$ cat config.mk
export PLATFORM = sky130hd
export DESIGN_NAME = pac_sequencer
export DESIGN_NICKNAME = d
export VERILOG_FILES = /design/src/pac_pkg.sv /design/src/pac_sequencer.sv
export SDC_FILE = /design/constraint.sdc
export NUM_CORES = 1
export LEC_CHECK = 0
export ABC_AREA = 1
export BUFFER_PORTS_ARGS = -buffer_cell sky130_fd_sc_hd__buf_4
export CAP_MARGIN = 5
export CORE_MARGIN = 2
export CORE_UTILIZATION = 51
export CTS_CLUSTER_SIZE = 14
export DETAILED_ROUTE_END_ITERATION = 10
export PLACE_DENSITY = 0.8
export RECOVER_POWER = 50
export SYNTH_ARGS = -nofsm -noshare
export SYNTH_HDL_FRONTEND = slang
export SYNTH_SLANG_ARGS = --single-unit
$ cat constraint.sdc
create_clock -name clk_in -period 1.65 [get_ports clk_in]
set_input_delay 0.2475 -clock clk_in [delete_from_list [all_inputs] [get_ports clk_in]]
set_output_delay 0.2475 -clock clk_in [all_outputs]
set_load 0.005 [all_outputs]
$ cat src/pac_pkg.sv
// Package: register map, field positions and timing constants of the PA sequencer
package pac_pkg;

  // ----------------------------------------------------------------------
  // Clock and timing
  // ----------------------------------------------------------------------
  localparam int unsigned CLK_MHZ        = 250;
  // Times in tenths of a microsecond
  localparam int unsigned T_PA_ON_TENTHS = 625;   // 62.5 us
  localparam int unsigned T_RECAL_TENTHS = 65;    // 6.5 us
  localparam int unsigned T_RX_TENTHS    = 700;   // 70 us
  localparam int unsigned T_PA_OFF_TENTHS = 1;    // 0.1 us, shortest
  localparam int unsigned PA_ON_CYC  = (T_PA_ON_TENTHS * CLK_MHZ + 9) / 10;
  localparam int unsigned RECAL_CYC  = (T_RECAL_TENTHS * CLK_MHZ + 9) / 10;
  localparam int unsigned RX_CYC     = (T_RX_TENTHS * CLK_MHZ + 9) / 10;
  localparam int unsigned PA_OFF_CYC = (T_PA_OFF_TENTHS * CLK_MHZ) / 10;
  localparam int unsigned CNT_W      = 16;

  // ----------------------------------------------------------------------
  // Register offsets (byte addresses)
  // ----------------------------------------------------------------------
  localparam logic [3:0] OFS_CFG0   = 4'h0;
  localparam logic [3:0] OFS_TEST   = 4'h4;
  localparam logic [3:0] OFS_STATUS = 4'h8;
  localparam logic [3:0] OFS_MASK   = 4'hc;

  // Configuration register 0 fields
  localparam int unsigned BIT_REF_DIV   = 1;
  localparam int unsigned BIT_TX_POWER  = 5;
  // Test register field
  localparam int unsigned TEST_LSB      = 0;
  localparam int unsigned TEST_W        = 3;
  // Status bits
  localparam int unsigned ST_LOCK_FAIL  = 0;
  localparam int unsigned ST_LOW_SUPPLY = 1;
  localparam int unsigned ST_SLOT_START = 2;
  localparam int unsigned ST_W          = 3;

  // Reset values
  localparam logic [5:0] CFG0_RST = 6'h00;
  localparam logic [2:0] TEST_RST = 3'h0;
  localparam logic [2:0] MASK_RST = 3'h0;

  // Reference divide ratios
  localparam logic [3:0] REF_DIV_LO = 4'h6;
  localparam logic [3:0] REF_DIV_HI = 4'hc;

  // ----------------------------------------------------------------------
  // Sequencer states
  // ----------------------------------------------------------------------
  typedef enum logic [2:0] {
    PAC_RX      = 3'b000,
    PAC_TX_WAIT = 3'b001,
    PAC_TX_ON   = 3'b010,
    PAC_RX_WAIT = 3'b011
  } pac_state_t;

endpackage : pac_pkg

$ cat src/pac_sequencer.sv
// PA enable and power-control sequencer with Avalon-MM register slave
//
// Operation
// RL1: Amp enable high only while the amplifier should run, low otherwise.
// RL2: Lock failure or low supply suppresses the amp enable.
// RL3: Faults latch and keep amp enable off for the rest of the slot.
// RL4: Fault latches clear when the transmit slot ends.
// RL5: Open-drain power-control pin follows the transmit power level bit.
// RL6: Power bit writable anytime; pin updates only at slot start.
// RL7: Amp enable rises 62.5 us after rx_tx_select falls.
// RL8: Amp enable drops within 0.1 us after rx_tx_select rises.
// RL9: Recalibration starts 6.5 us after rx_tx_select rises.
// RL10: Receive mode reached 70 us after rx_tx_select rises.
// RL11: Comparison tick is reference divided by 6 or 12 per select bit.
// RL12: Analog test mode hands both test pins to observation ports.
// RL13: Power bit at position 5; one pulls pin low, zero floats it.
// RL14: Divide select at position 1; zero divides by 6, one by 12.
// RL15: Controller holds select low through each slot, high in receive.
// RL16: Delays are counters on the timing clock with derived terminal counts.
`timescale 1ns/1ns
module pac_sequencer
  import pac_pkg::*;
#(
  parameter int unsigned PA_ON_CYCLES = PA_ON_CYC,
  parameter int unsigned RECAL_CYCLES = RECAL_CYC,
  parameter int unsigned RX_CYCLES    = RX_CYC
) (
  // Clock and reset
  input  wire logic        clk_in,
  input  wire logic        rst_in,
  // Avalon-MM slave
  input  wire logic [3:0]  avs_address_in,
  input  wire logic        avs_read_in,
  input  wire logic        avs_write_in,
  input  wire logic [31:0] avs_writedata_in,
  input  wire logic [3:0]  avs_byteenable_in,
  output logic      [31:0] avs_readdata_out,
  output logic             avs_waitrequest_out,
  // Pins from the controller and analog monitors
  input  wire logic        rx_tx_select_in,
  input  wire logic        pll_lock_in,
  input  wire logic        supply_low_in,
  // Pins to the amplifier and test access
  output logic             amp_enable_out,
  output logic             power_ctrl_test_pin_out,
  output logic             power_ctrl_test_pin_oe_out,
  output logic             signal_strength_test_pin_out,
  output logic             recal_start_out,
  output logic             rx_mode_out,
  output logic             ref_tick_out,
  output logic             irq_out
);
  import pac_pkg::*;

  // ----------------------------------------------------------------------
  // Elaboration checks
  // ----------------------------------------------------------------------
  // Counters are CNT_W wide and the receive wait must outlast recalibration
  if (PA_ON_CYCLES < 2 || RECAL_CYCLES < 1 || RX_CYCLES <= RECAL_CYCLES ||
      PA_ON_CYCLES >= (1 << CNT_W) || RX_CYCLES >= (1 << CNT_W)) begin : g_bad_timing
    $error("pac_sequencer: timing counts out of range");
  end

  // ----------------------------------------------------------------------
  // Terminal counts
  // ----------------------------------------------------------------------
  localparam logic [CNT_W-1:0] PA_ON_T = CNT_W'(PA_ON_CYCLES - 1);
  localparam logic [CNT_W-1:0] RECAL_T = CNT_W'(RECAL_CYCLES - 1);
  localparam logic [CNT_W-1:0] RX_T    = CNT_W'(RX_CYCLES - 1);

  // ----------------------------------------------------------------------
  // State record
  // ----------------------------------------------------------------------
  typedef struct packed {
    logic [1:0]       sync_sel;
    logic [1:0]       sync_lock;
    logic [1:0]       sync_low;
    logic             sel_prev;
    pac_state_t       state;
    logic [CNT_W-1:0] cnt;
    logic             fault;
    logic             tx_power_level_bit;
    logic             ref_divide_bit;
    logic [TEST_W-1:0] analog_test_field;
    logic             pin_power;
    logic [ST_W-1:0]  status;
    logic [ST_W-1:0]  mask;
    logic [3:0]       div_cnt;
    logic             ref_tick;
    logic             amp_en;
    logic             recal;
    logic             rx_mode;
    logic             wait_n;
    logic             wait_req;
    logic [31:0]      rdata;
    logic             pin_out;
    logic             pin_oe;
    logic             ssi_out;
    logic             irq;
  } pac_regs_t;

  pac_regs_t r_q;
  pac_regs_t r_d;

  logic sel_s;
  logic fall_edge;
  logic rise_edge;
  logic fault_now;
  logic acc;
  logic [3:0] div_end;
  logic [31:0] rd_val;
  logic [ST_W-1:0] ev;

  always_comb begin
    r_d       = r_q;
    sel_s     = r_q.sync_sel[1];
    fall_edge = r_q.sel_prev & ~sel_s;
    rise_edge = ~r_q.sel_prev & sel_s;
    fault_now = ~r_q.sync_lock[1] | r_q.sync_low[1];
    acc       = (avs_read_in | avs_write_in) & r_q.wait_n;
    ev        = '0;
    rd_val    = 32'h0000_0000;

    // --------------------------------------------------------------------
    // Input synchronisers
    // --------------------------------------------------------------------
    r_d.sync_sel  = {r_q.sync_sel[0], rx_tx_select_in};
    r_d.sync_lock = {r_q.sync_lock[0], pll_lock_in};
    r_d.sync_low  = {r_q.sync_low[0], supply_low_in};
    r_d.sel_prev  = sel_s;

    // --------------------------------------------------------------------
    // Reference divider
    // --------------------------------------------------------------------
    div_end = r_q.ref_divide_bit ? REF_DIV_HI : REF_DIV_LO; // RL11 RL14
    r_d.ref_tick = 1'b0;
    if (r_q.div_cnt >= div_end - 4'h1) begin
      r_d.div_cnt  = 4'h0;
      r_d.ref_tick = 1'b1;                                    // RL11
    end else begin
      r_d.div_cnt = r_q.div_cnt + 4'h1;
    end

    // --------------------------------------------------------------------
    // Slot sequencer
    // --------------------------------------------------------------------
    r_d.recal = 1'b0;
    if (r_q.state != PAC_RX) begin
      r_d.cnt = r_q.cnt + 1'b1;                               // RL16
    end
    if (fall_edge) begin                                      // RL15
      r_d.state     = PAC_TX_WAIT;
      r_d.cnt       = '0;
      r_d.rx_mode   = 1'b0;
      r_d.pin_power = r_q.tx_power_level_bit;                 // RL6
      ev[ST_SLOT_START] = 1'b1;
    end else if (rise_edge) begin
      r_d.state  = PAC_RX_WAIT;
      r_d.cnt    = '0;
      r_d.amp_en = 1'b0;                                      // RL8
      r_d.fault  = 1'b0;                                      // RL4
    end else begin
      case (r_q.state)
        PAC_TX_WAIT: begin
          if (r_q.cnt == PA_ON_T) begin                       // RL7
            r_d.state = PAC_TX_ON;
          end
        end
        PAC_TX_ON: begin
        end
        PAC_RX_WAIT: begin
          if (r_q.cnt == RECAL_T) begin
            r_d.recal = 1'b1;                                 // RL9
          end
          if (r_q.cnt == RX_T) begin
            r_d.state   = PAC_RX;                             // RL10
            r_d.rx_mode = 1'b1;
          end
        end
        default: begin
          r_d.state = PAC_RX;
        end
      endcase
    end

    // --------------------------------------------------------------------
    // Fault latch: holds for the rest of the transmit slot
    // --------------------------------------------------------------------
    if (r_d.state == PAC_TX_WAIT || r_d.state == PAC_TX_ON) begin
      if (fault_now) begin
        r_d.fault = 1'b1;                                     // RL3
      end
    end
    if (fault_now && !sel_s) begin
      ev[ST_LOCK_FAIL]  = ~r_q.sync_lock[1];
      ev[ST_LOW_SUPPLY] = r_q.sync_low[1];
    end
    r_d.amp_en = (r_d.state == PAC_TX_ON) & ~r_d.fault & ~fault_now; // RL1 RL2 RL8

    // --------------------------------------------------------------------
    // Pins
    // --------------------------------------------------------------------
    if (r_q.analog_test_field != TEST_RST) begin              // RL12
      r_d.pin_out = r_q.analog_test_field[0];
      r_d.pin_oe  = r_q.analog_test_field[1];
      r_d.ssi_out = r_q.analog_test_field[2];
    end else begin
      r_d.pin_out = 1'b0;
      r_d.pin_oe  = r_q.pin_power;                            // RL5 RL13
      r_d.ssi_out = 1'b0;
    end

    // --------------------------------------------------------------------
    // Register slave: one wait cycle per access
    // --------------------------------------------------------------------
    r_d.wait_n = 1'b0;
    if ((avs_read_in | avs_write_in) && !r_q.wait_n) begin
      r_d.wait_n = 1'b1;
    end
    // Registered so that the pin comes straight from a flop
    r_d.wait_req = ~r_d.wait_n;

    // --------------------------------------------------------------------
    // Register read: data stand from the same edge at which waitrequest drops
    // --------------------------------------------------------------------
    case (avs_address_in)
      OFS_CFG0: begin
        rd_val[BIT_REF_DIV]  = r_q.ref_divide_bit;
        rd_val[BIT_TX_POWER] = r_q.tx_power_level_bit;
      end
      OFS_TEST:   rd_val[TEST_LSB +: TEST_W] = r_q.analog_test_field;
      OFS_STATUS: rd_val[ST_W-1:0] = r_q.status;
      OFS_MASK:   rd_val[ST_W-1:0] = r_q.mask;
      default:    rd_val = 32'h0000_0000;
    endcase
    // Captured with the ack flop, so the data stand at the edge that samples it
    if (avs_read_in && !r_q.wait_n) begin
      r_d.rdata = rd_val;
    end

    // --------------------------------------------------------------------
    // Register write: takes effect at the edge that sees waitrequest low
    // --------------------------------------------------------------------
    r_d.status = r_q.status;
    if (acc && avs_write_in && avs_byteenable_in[0]) begin
      case (avs_address_in)
        OFS_CFG0: begin
          r_d.ref_divide_bit     = avs_writedata_in[BIT_REF_DIV];
          r_d.tx_power_level_bit = avs_writedata_in[BIT_TX_POWER]; // RL6
        end
        OFS_TEST:   r_d.analog_test_field = avs_writedata_in[TEST_LSB +: TEST_W];
        OFS_STATUS: r_d.status = r_q.status & ~avs_writedata_in[ST_W-1:0];
        OFS_MASK:   r_d.mask = avs_writedata_in[ST_W-1:0];
        default: begin
        end
      endcase
    end

    // --------------------------------------------------------------------
    // Status and interrupt: a new event wins over a clear in the same cycle
    // --------------------------------------------------------------------
    r_d.status = r_d.status | ev;
    r_d.irq    = |(r_d.status & r_d.mask);
  end

  // ----------------------------------------------------------------------
  // State register
  // ----------------------------------------------------------------------
  always_ff @(posedge clk_in) begin
    if (rst_in) begin
      // Synchronisers reset to the idle pin levels, so no false edge follows
      r_q                    <= '0;
      r_q.sync_sel           <= 2'b11;
      r_q.sel_prev           <= 1'b1;
      r_q.sync_lock          <= 2'b11;
      r_q.state              <= PAC_RX;
      r_q.rx_mode            <= 1'b1;
      r_q.ref_divide_bit     <= CFG0_RST[BIT_REF_DIV];
      r_q.tx_power_level_bit <= CFG0_RST[BIT_TX_POWER];
      r_q.analog_test_field  <= TEST_RST;
      r_q.mask               <= MASK_RST;
      r_q.wait_req           <= 1'b1;
    end else begin
      r_q <= r_d;
    end
  end

  // ----------------------------------------------------------------------
  // Output ports
  // ----------------------------------------------------------------------
  assign avs_readdata_out             = r_q.rdata;
  assign avs_waitrequest_out          = r_q.wait_req;
  assign amp_enable_out               = r_q.amp_en;
  assign power_ctrl_test_pin_out      = r_q.pin_out;
  assign power_ctrl_test_pin_oe_out   = r_q.pin_oe;
  assign signal_strength_test_pin_out = r_q.ssi_out;
  assign recal_start_out              = r_q.recal;
  assign rx_mode_out                  = r_q.rx_mode;
  assign ref_tick_out                 = r_q.ref_tick;
  assign irq_out                      = r_q.irq;

endmodule : pac_sequencer

# After elaboration in Yosys (flattened, before gate mapping)
# Index checks and enable logic that the tools add are counted.
# word_totals
ff_bits,57
output_inout_bits,41
elab_cells,109
# classes
n_addsub,3
magnitude_cmp,1
eq_ne,12
mux,28
bitwise,19
n_reduce_logical,21
# op_table
cell,count
two-way mux 19 bit,1
two-way mux 17 bit,1
"adder 16 x 1 -> 16 bit, second input constant",1
"== test 16 x 11 -> 1 bit, second input constant",1
"== test 16 x 14 -> 1 bit, second input constant",1
"== test 16 x 15 -> 1 bit, second input constant",1
two-way mux 16 bit,1
two-way mux 3 bit,5
two-way mux 1 bit,12
"== test 3 x 2 -> 1 bit, second input constant",3
case mux 3 bit (3 select lines),1
"== test 4 bit, second input constant",2
NOT 1 bit,8
bitwise AND 3 bit,2
"== test 3 x 1 -> 1 bit, second input constant",2
two-way mux 6 bit,1
case mux 1 bit (3 select lines),2
nonzero test 3 bit,2
OR reduction 3 bit,2
bitwise AND 1 bit,5
logical AND 1 bit,5
"adder 4 x 1 -> 4 bit, second input constant",1
"== test 4 x 3 -> 1 bit, second input constant",1
greater-or-equal comparator 4 bit,1
16 further kinds,22

# Logic depth before layout (Yosys ltp)
# Gate-level depths: netlist of run 1.
# depth
ltp_word,11
mapped_depth,12
depth_no_buf,12

# Worst setup path before layout of run 1
# OpenSTA, ideal clock, no wires.
# synth_path
path_type,reg2reg
startpoint,"register r_q, in the netlist r_d[78]"
endpoint,register r_q[65] (netlist bit)
setup_ns,0.080
arrival_time_ns,1.321
t_required_ns,1.570
path_slack_ns,0.250
path_stages_with_launch,8
n_path_buf,0
synth_period_minus_slack_ns,1.400
cell_sequence,dfxtp_1 -> inv_1 -> ha_1 -> nor2_1 -> inv_1 -> nor2_2 -> inv_1 -> nor3b_1
# synth_between
elab_chain_cells,3
elab_cells_between_ends,4
# synth_lines
item,line_no,rtl
start: declaration,pac_sequencer.sv:102,pac_regs_t r_q;
start signal: assignment,pac_sequencer.sv:284,r_q <= r_d;
NOT 1 bit,pac_sequencer.sv:117,fall_edge = r_q.sel_prev & ~sel_s;
bitwise AND 1 bit,pac_sequencer.sv:117,
named net fall_edge,pac_sequencer.sv:106,logic fall_edge;
OR reduction 3 bit (no source line),-,
# The timed path passes the listed nets, and every way through them passes these cells.
# A chain may end at the register's enable or synchronous reset.

# Worst setup path after layout of run 1
# layout_path
startpoint,register r_q[61] (netlist bit)
endpoint,register r_q[74] (netlist bit)
# layout_between
elab_chain_cells,1
# layout_lines
item,line_no,rtl
adder 16 x 1 -> 16 bit,pac_sequencer.sv:149,r_d.cnt = r_q.cnt + 1'b1;
# Every way passes these cells.

==> summary.md, run 1 <==
| Metric | Value |
|---|---|
| Final instance area | `3170 um2` |
| Seq pwr share | `0.491` |
| Final #Nets | `462` |
| Fillers | `469` |
| Switching share of total power | `0.252` |
| Synth cell types | `36` |
| Clock Tree Root | `clkbuf_8` |
| Clock share of power | `0.435` |
| Clock Skew | `8.90 ps` |
| Initial core utilization | `0.537` |
| Largest net degree at the start of global routing | `28` |
| First-pass GRT wire length | `8.55 mm` |
| Worst path top cell family by delay | `simple AND/OR/NAND/NOR gates` |
| Post-synth top cells | `nand2_1 (60), dfxtp_1 (57), inv_1 (49), nor2_1 (45), buf_4 (32)` |
| Routed Antenna Nets | `0` |
| Synth warnings | `0` |
| Placed cell areas | `2950 um2` |
| Vias in the first global route | `2048` |
| Crit-path cells | `nand2_1 -> nor2_2 -> nand2_2 -> nor2_4 -> nand2_2 -> nor2_4 -> and3_4 -> nand2_1 -> nand2_1 -> a21oi_2` |
| Crit share post-route | `0.920` |
| R2R setup slack | `130 ps` |
| Psw | `737 uW` |
| Core Region | `5170 um2` |
| Comb pwr share | `0.074` |
| Clock transition at path regs | `70 ps` |
| Critical path's slowest cell | `dfxtp_1` |
| Top-area cell type share of the netlist area | `0.410` |
| N_diodes | `0` |
| Row count | `26` |
| Depth of the worst register-to-register path | `10` |
| Req. time, crit path | `1870 ps` |
| GR Util All Layers | `0.179` |
| DPL Wire Length | `3.78 mm` |
| Count leader, synth | `nand2_1` |
| 1st-iter DRT viols | `121` |
| Io pins | `88` |
| Critical-path maximum fanout | `5` |
| Syn Area/Cell | `7.45 um2` |
| Die ar. | `6060 um2` |
| Syn Inst Count | `373` |
| Max stage delay on crit path | `420 ps` |
| Critical path class | `reg2reg` |
| RR Endpoint | `r_q[74]` |
| WL met2 | `2.41 mm` |
| Worst hold path class | `in2reg` |
| Share of cells above drive strength 1 | `0.197` |
| Synth-to-Final Area Change | `13.9%` |
| Largest area contributor in the netlist | `dfxtp_1` |
| RSZ-0062 raised after global routing | `yes` |
| Clk sink count | `57` |
| DRT met1 WL | `2.48 mm` |
| First drt pass iteration count | `4` |
| Routed vias | `2289` |
| Crit path from | `r_q[61]` |
| Worst skew pair latency | `340 ps` |
| Buffers inserted by post-CTS timing repair | `0` |
| Drt drc | `0` |
| Initial antenna violation count | `0` |
| PortBufs | `28` |
| Outcome | `completed` |
| WP depth | `10` |
| Synthesized cell area | `2780 um2` |
| MaxCap Viol Count | `0` |
| H-tree levels | `3` |
| Crit path to | `r_q[74]` |
| Post-synth top flop | `dfxtp_1` |
| Num CTS Buffers | `9` |
| Fraction of registers with async set/reset | `0` |
| Worst hold path startpoint | `pll_lock_in` |
| Worst IR Drop VDD | `0.495 mV` |
| CP startpoint kind | `flop` |
| Worst setup margin | `132 ps` |
| LEAKAGE | `0.00138 uW` |
| Die width | `77.8 um` |
| Max-slew violations | `0` |
| Seq cells post-synth | `57` |
| WP buf/inv | `0` |
| Via density | `4.75` |
| Most common cell on crit path | `nand2_1` |
| Highest metal used | `met4` |
| Met3 routed WL | `243 um` |
| RD Place Congestion | `0.860` |
| Pwr/cell area | `925 nW/um2` |
| Worst r2r src | `r_q[61]` |
| Max Buffers Root-to-Sink | `2` |
| Die Ht | `77.8 um` |
| Number of flops mapped to enable cells by yosys | `0` |
| CP Data Arrival Time | `1740 ps` |
| Area contributors post-synth | `dfxtp_1 (41%), buf_4 (8.6%), nand2_1 (8.1%)` |
| TNS Setup | `0 ps` |
| Drt total wl | `5.22 mm` |
| Aggregate global routing overflow | `0` |
| Max Freq | `659 MHz` |
| CTS tree | `yes` |
| Setup violations, final | `0` |
| Dpl ws | `55.1 ps` |
| Crit. End Element | `flop` |
| Cell internal pwr | `2190 uW` |
| Post-layout min period | `1520 ps` |
| Wirelength per Cell | `10.8 um` |
| Register area share after synthesis | `0.410` |
| Final hold violation count | `0` |
## metal layers
layer | track usage | vias to the layer above
li1 | - | 1189
met1 | 0.222 | 1024
met2 | 0.288 | 68
met3 | 0.0419 | 8
met4 | 0.0946 | 0
met5 | 0 | -
## registers in the layout (all words and copies together), names as in the netlist
signal / count
r_q: 40
avs_readdata_out: 4
r_d: 4
amp_enable_out: 1
avs_waitrequest_out: 1
irq_out: 1
power_ctrl_test_pin_oe_out: 1
power_ctrl_test_pin_out: 1
recal_start_out: 1
ref_tick_out: 1
rx_mode_out: 1
signal_strength_test_pin_out: 1
## logic make-up after synthesis
logic type	share of synthesized area
XOR/XNOR	0.00945
AO/OA/AOI/OAI	0.113
other	0.00135
buffers and inverters	0.166
AND/OR/NAND/NOR	0.263
adder cells (fa/ha/maj)	0.0360
flip-flops	0.410
## cell usage in the layout, fill, tap and decap left out, types with 5 or more instances in the layout
cell type,count
nand4_1,6
dfxtp_1,54
nor3_1,7
clkbuf_8,9
a21oi_1,26
clkbuf_4,13
conb_1,29
nand2_1,60
nor2_1,44
o21ai_0,20
ha_1,6
nand3_1,13
inv_1,48
inv_2,5
buf_4,17
## through the flow
step                      instances  total power (uW)  hold slack, ps   util
final                           482              2930            90.7  0.612
after CTS                       482              2950            81.0  0.608
after floorplan                 401              1650             351      -
after global routing            482              3040            79.1  0.612
after detailed placement        466              1680             395  0.570
after global placement          466              1670             394  0.570
## power by group through the flow
stage / sequential [uW] / combinational, uW / clock (uW)
6_report: 1440 / 215 / 1270
5_1_grt: 1440 / 246 / 1360
4_1_cts: 1440 / 215 / 1290
3_5_place_dp: 1470 / 209 / 0
3_3_place_gp: 1460 / 204 / 0
2_1_floorplan: 1460 / 185 / 0
## worst min-delay path by stage
stage               endpoint  slack (ps)  cells past startpoint
floorplan            r_d[82]         350                      1
global placement     r_q[82]         390                      1
detailed placement   r_d[78]         390                      1
CTS                  r_d[84]          80                      2
global route         r_d[82]          80                      2
finish               r_d[82]          90                      2
## final cells by class
type	count	area, um2	area share
Timing Repair Buffer	31	229	0.0723
Clock buffer	9	124	0.0391
Sequential cell	57	1140	0.362
Tap cell	70	87.6	0.0277
Clock inverter	7	71.3	0.0225
Inverter	55	206	0.0652
Multi-Input combinational cell	253	1300	0.411
## worst register-to-register path: cells and delay by family (launching register included)
family          cells  cell delay [ps]
simple gates        9              930
flops               1              420
compound gates      1               50
## repair_timing
action | in CTS | in global routing
endpoints found under the hold margin | 0 | 0
resized for setup | 0 | 11
endpoints found under the setup margin | 0 | 4
hold buffers | 0 | 0
No activity file was read; power rests on OpenSTA's default activity.
==> inputs of run 2 (changes only) <==
--- a/config.mk
+++ b/config.mk
@@ -9,11 +9,13 @@
 export BUFFER_PORTS_ARGS = -buffer_cell sky130_fd_sc_hd__buf_4
 export CAP_MARGIN = 5
 export CORE_MARGIN = 2
-export CORE_UTILIZATION = 51
+export CORE_UTILIZATION = 53
+export CTS_BUF_LIST = sky130_fd_sc_hd__clkbuf_8
 export CTS_CLUSTER_SIZE = 14
 export DETAILED_ROUTE_END_ITERATION = 10
-export PLACE_DENSITY = 0.8
+export PLACE_DENSITY = 0.83
 export RECOVER_POWER = 50
+export SETUP_SLACK_MARGIN = 0.15
 export SYNTH_ARGS = -nofsm -noshare
 export SYNTH_HDL_FRONTEND = slang
 export SYNTH_SLANG_ARGS = --single-unit
==> summary.md, run 2 (synthesized netlist as in run 1, its figures left out) <==
| Metric | Value |
|---|---|
| Largest reg by FF count | `r_q` |
| Max Freq | `667 MHz` |
| Worst r2r src | `r_q[60]` |
| Aggregate global routing overflow | `0` |
| DRT met1 WL | `2.46 mm` |
| Row count | `26` |
| Post-layout min period | `1500 ps` |
| Clock Tree Root | `clkbuf_8` |
| Commonest non-fill, non-tap cell in the layout | `nand2_1` |
| Crit share post-route | `0.909` |
| Initial antenna violation count | `0` |
| GR Util All Layers | `0.187` |
| Outcome | `completed` |
| Drt drc | `0` |
| Dpl ws | `76.5 ps` |
| Inst Count DP | `466` |
| Worst path top cell family by delay | `simple AND/OR/NAND/NOR gates` |
| Routed vias | `2449` |
| TNS Setup | `0 ps` |
| Core Region | `5070 um2` |
| Clock Skew | `5.90 ps` |
| Multi-input gate area | `1410 um2` |
| DPL Wire Length | `3.72 mm` |
| CP Data Arrival Time | `1780 ps` |
| N_diodes | `0` |
| Met3 routed WL | `275 um` |
| Crit-path cells | `nand2_4 -> nor2_4 -> nand2_4 -> nor2_4 -> nand2_2 -> nor2_4 -> and3_4 -> nand3b_2 -> a21oi_2` |
| Clock transition at path regs | `60 ps` |
| Via density | `4.97` |
| Largest net degree at the start of global routing | `28` |
| Final hold violation count | `0` |
| Req. time, crit path | `1930 ps` |
| Io pins | `88` |
| RD Place Congestion | `0.848` |
| Most frequent cells in the layout | `nand2_1 (55), dfxtp_1 (43), inv_1 (42)` |
| Wirelength per Cell | `11.3 um` |
| Num CTS Buffers | `9` |
| Crit. End Element | `flop` |
| WL met2 | `2.59 mm` |
| 1st-iter DRT viols | `171` |
| CP startpoint kind | `flop` |
| Hold_ws | `89.0 ps` |
| Max stage delay on crit path | `390 ps` |
| Die ar. | `5840 um2` |
| WP buf/inv | `0` |
| Worst hold path startpoint | `pll_lock_in` |
| Worst skew pair latency | `340 ps` |
| Critical-path maximum fanout | `4` |
| Sequential Area | `1170 um2` |
| Final #Nets | `473` |
| Worst hold path class | `in2reg` |
| Highest metal used | `met4` |
| Critical path's slowest cell | `dfxtp_4` |
| First-pass GRT wire length | `8.81 mm` |
| LEAKAGE | `0.00148 uW` |
| Worst IR Drop VDD | `0.716 mV` |
| Critical path class | `reg2reg` |
| MaxCap Viol Count | `0` |
| Fillers | `385` |
| Die width | `76.4 um` |
| CTS tree | `yes` |
| RSZ-0062 raised after global routing | `yes` |
| Finished Core Util | `0.671` |
| Worst setup margin | `150 ps` |
| First drt pass iteration count | `5` |
| Routed Antenna Nets | `0` |
| Fin cells | `493` |
| Drt total wl | `5.59 mm` |
| Crit path from | `r_q[60]` |
| Max FFs per register | `40` |
| Pwr/cell area | `902 nW/um2` |
| Max-slew violations | `0` |
| Max Buffers Root-to-Sink | `2` |
| Initial core utilization | `0.548` |
| Die Ht | `76.4 um` |
| Most common cell on crit path | `nor2_4` |
| Synth-to-Final Area Change | `22.4%` |
| PortBufs | `28` |
| Clk sink count | `57` |
| Setup violations, final | `0` |
| H-tree levels | `3` |
| Share of cells above drive strength 1 | `0.305` |
| Vias in the first global route | `2066` |
run 2: cell count changes in the layout (fill, tap and decap cells not counted), sizes merged:
cell,previous run,this run
buf,17,28
clkbuf,23,26
inv,53,54
clkinvlp,3,2
clkinv,5,2
run 2: metrics by stage:
step | total power (uW) | area, um2
finish | 3070 | 3400
global route | 3190 | 3400
CTS | 3040 | 3180
detailed placement | 1680 | 2950
global placement | 1670 | 2950
floorplan | 1650 | 2890
run 2: area by class of cell:
type | instances | area share
inverter | 55 | 0.0621
clock inverter | 4 | 0.0147
timing repair buffer | 42 | 0.0915
sequential | 57 | 0.343
clock buffer | 12 | 0.0485
multi-input combinational | 253 | 0.414
tap | 70 | 0.0257
run 2: repair_timing:
action | CTS | global route
hold endpoints to repair | 0 | 0
buffers inserted | 1 | 10
hold buffers | 0 | 0
pin swaps | 3 | 25
gates resized for setup | 5 | 56
setup endpoints to repair | 2 | 21
run 2: worst paths after layout:
path	endpoint	slack (ps)	depth (start not counted)
setup / recovery	r_q[74]	150	9
hold / removal	r_d[82]	90	2
setup reg to reg	r_q[74]	150	9
hold reg to reg	r_q[80]	400	2
run 2: power by group:
| group | switching (uW) | internal [uW] | total [uW] |
|---|---|---|---|
| logic | 148 | 107 | 254 |
| clock network | 555 | 817 | 1370 |
| registers | 30.5 | 1410 | 1440 |
run 2: routing by layer:
metal,up-vias,global-route usage
met5,-,0
met4,0,0.144
met3,25,0.0332
met2,90,0.278
met1,1117,0.242
li1,1217,-
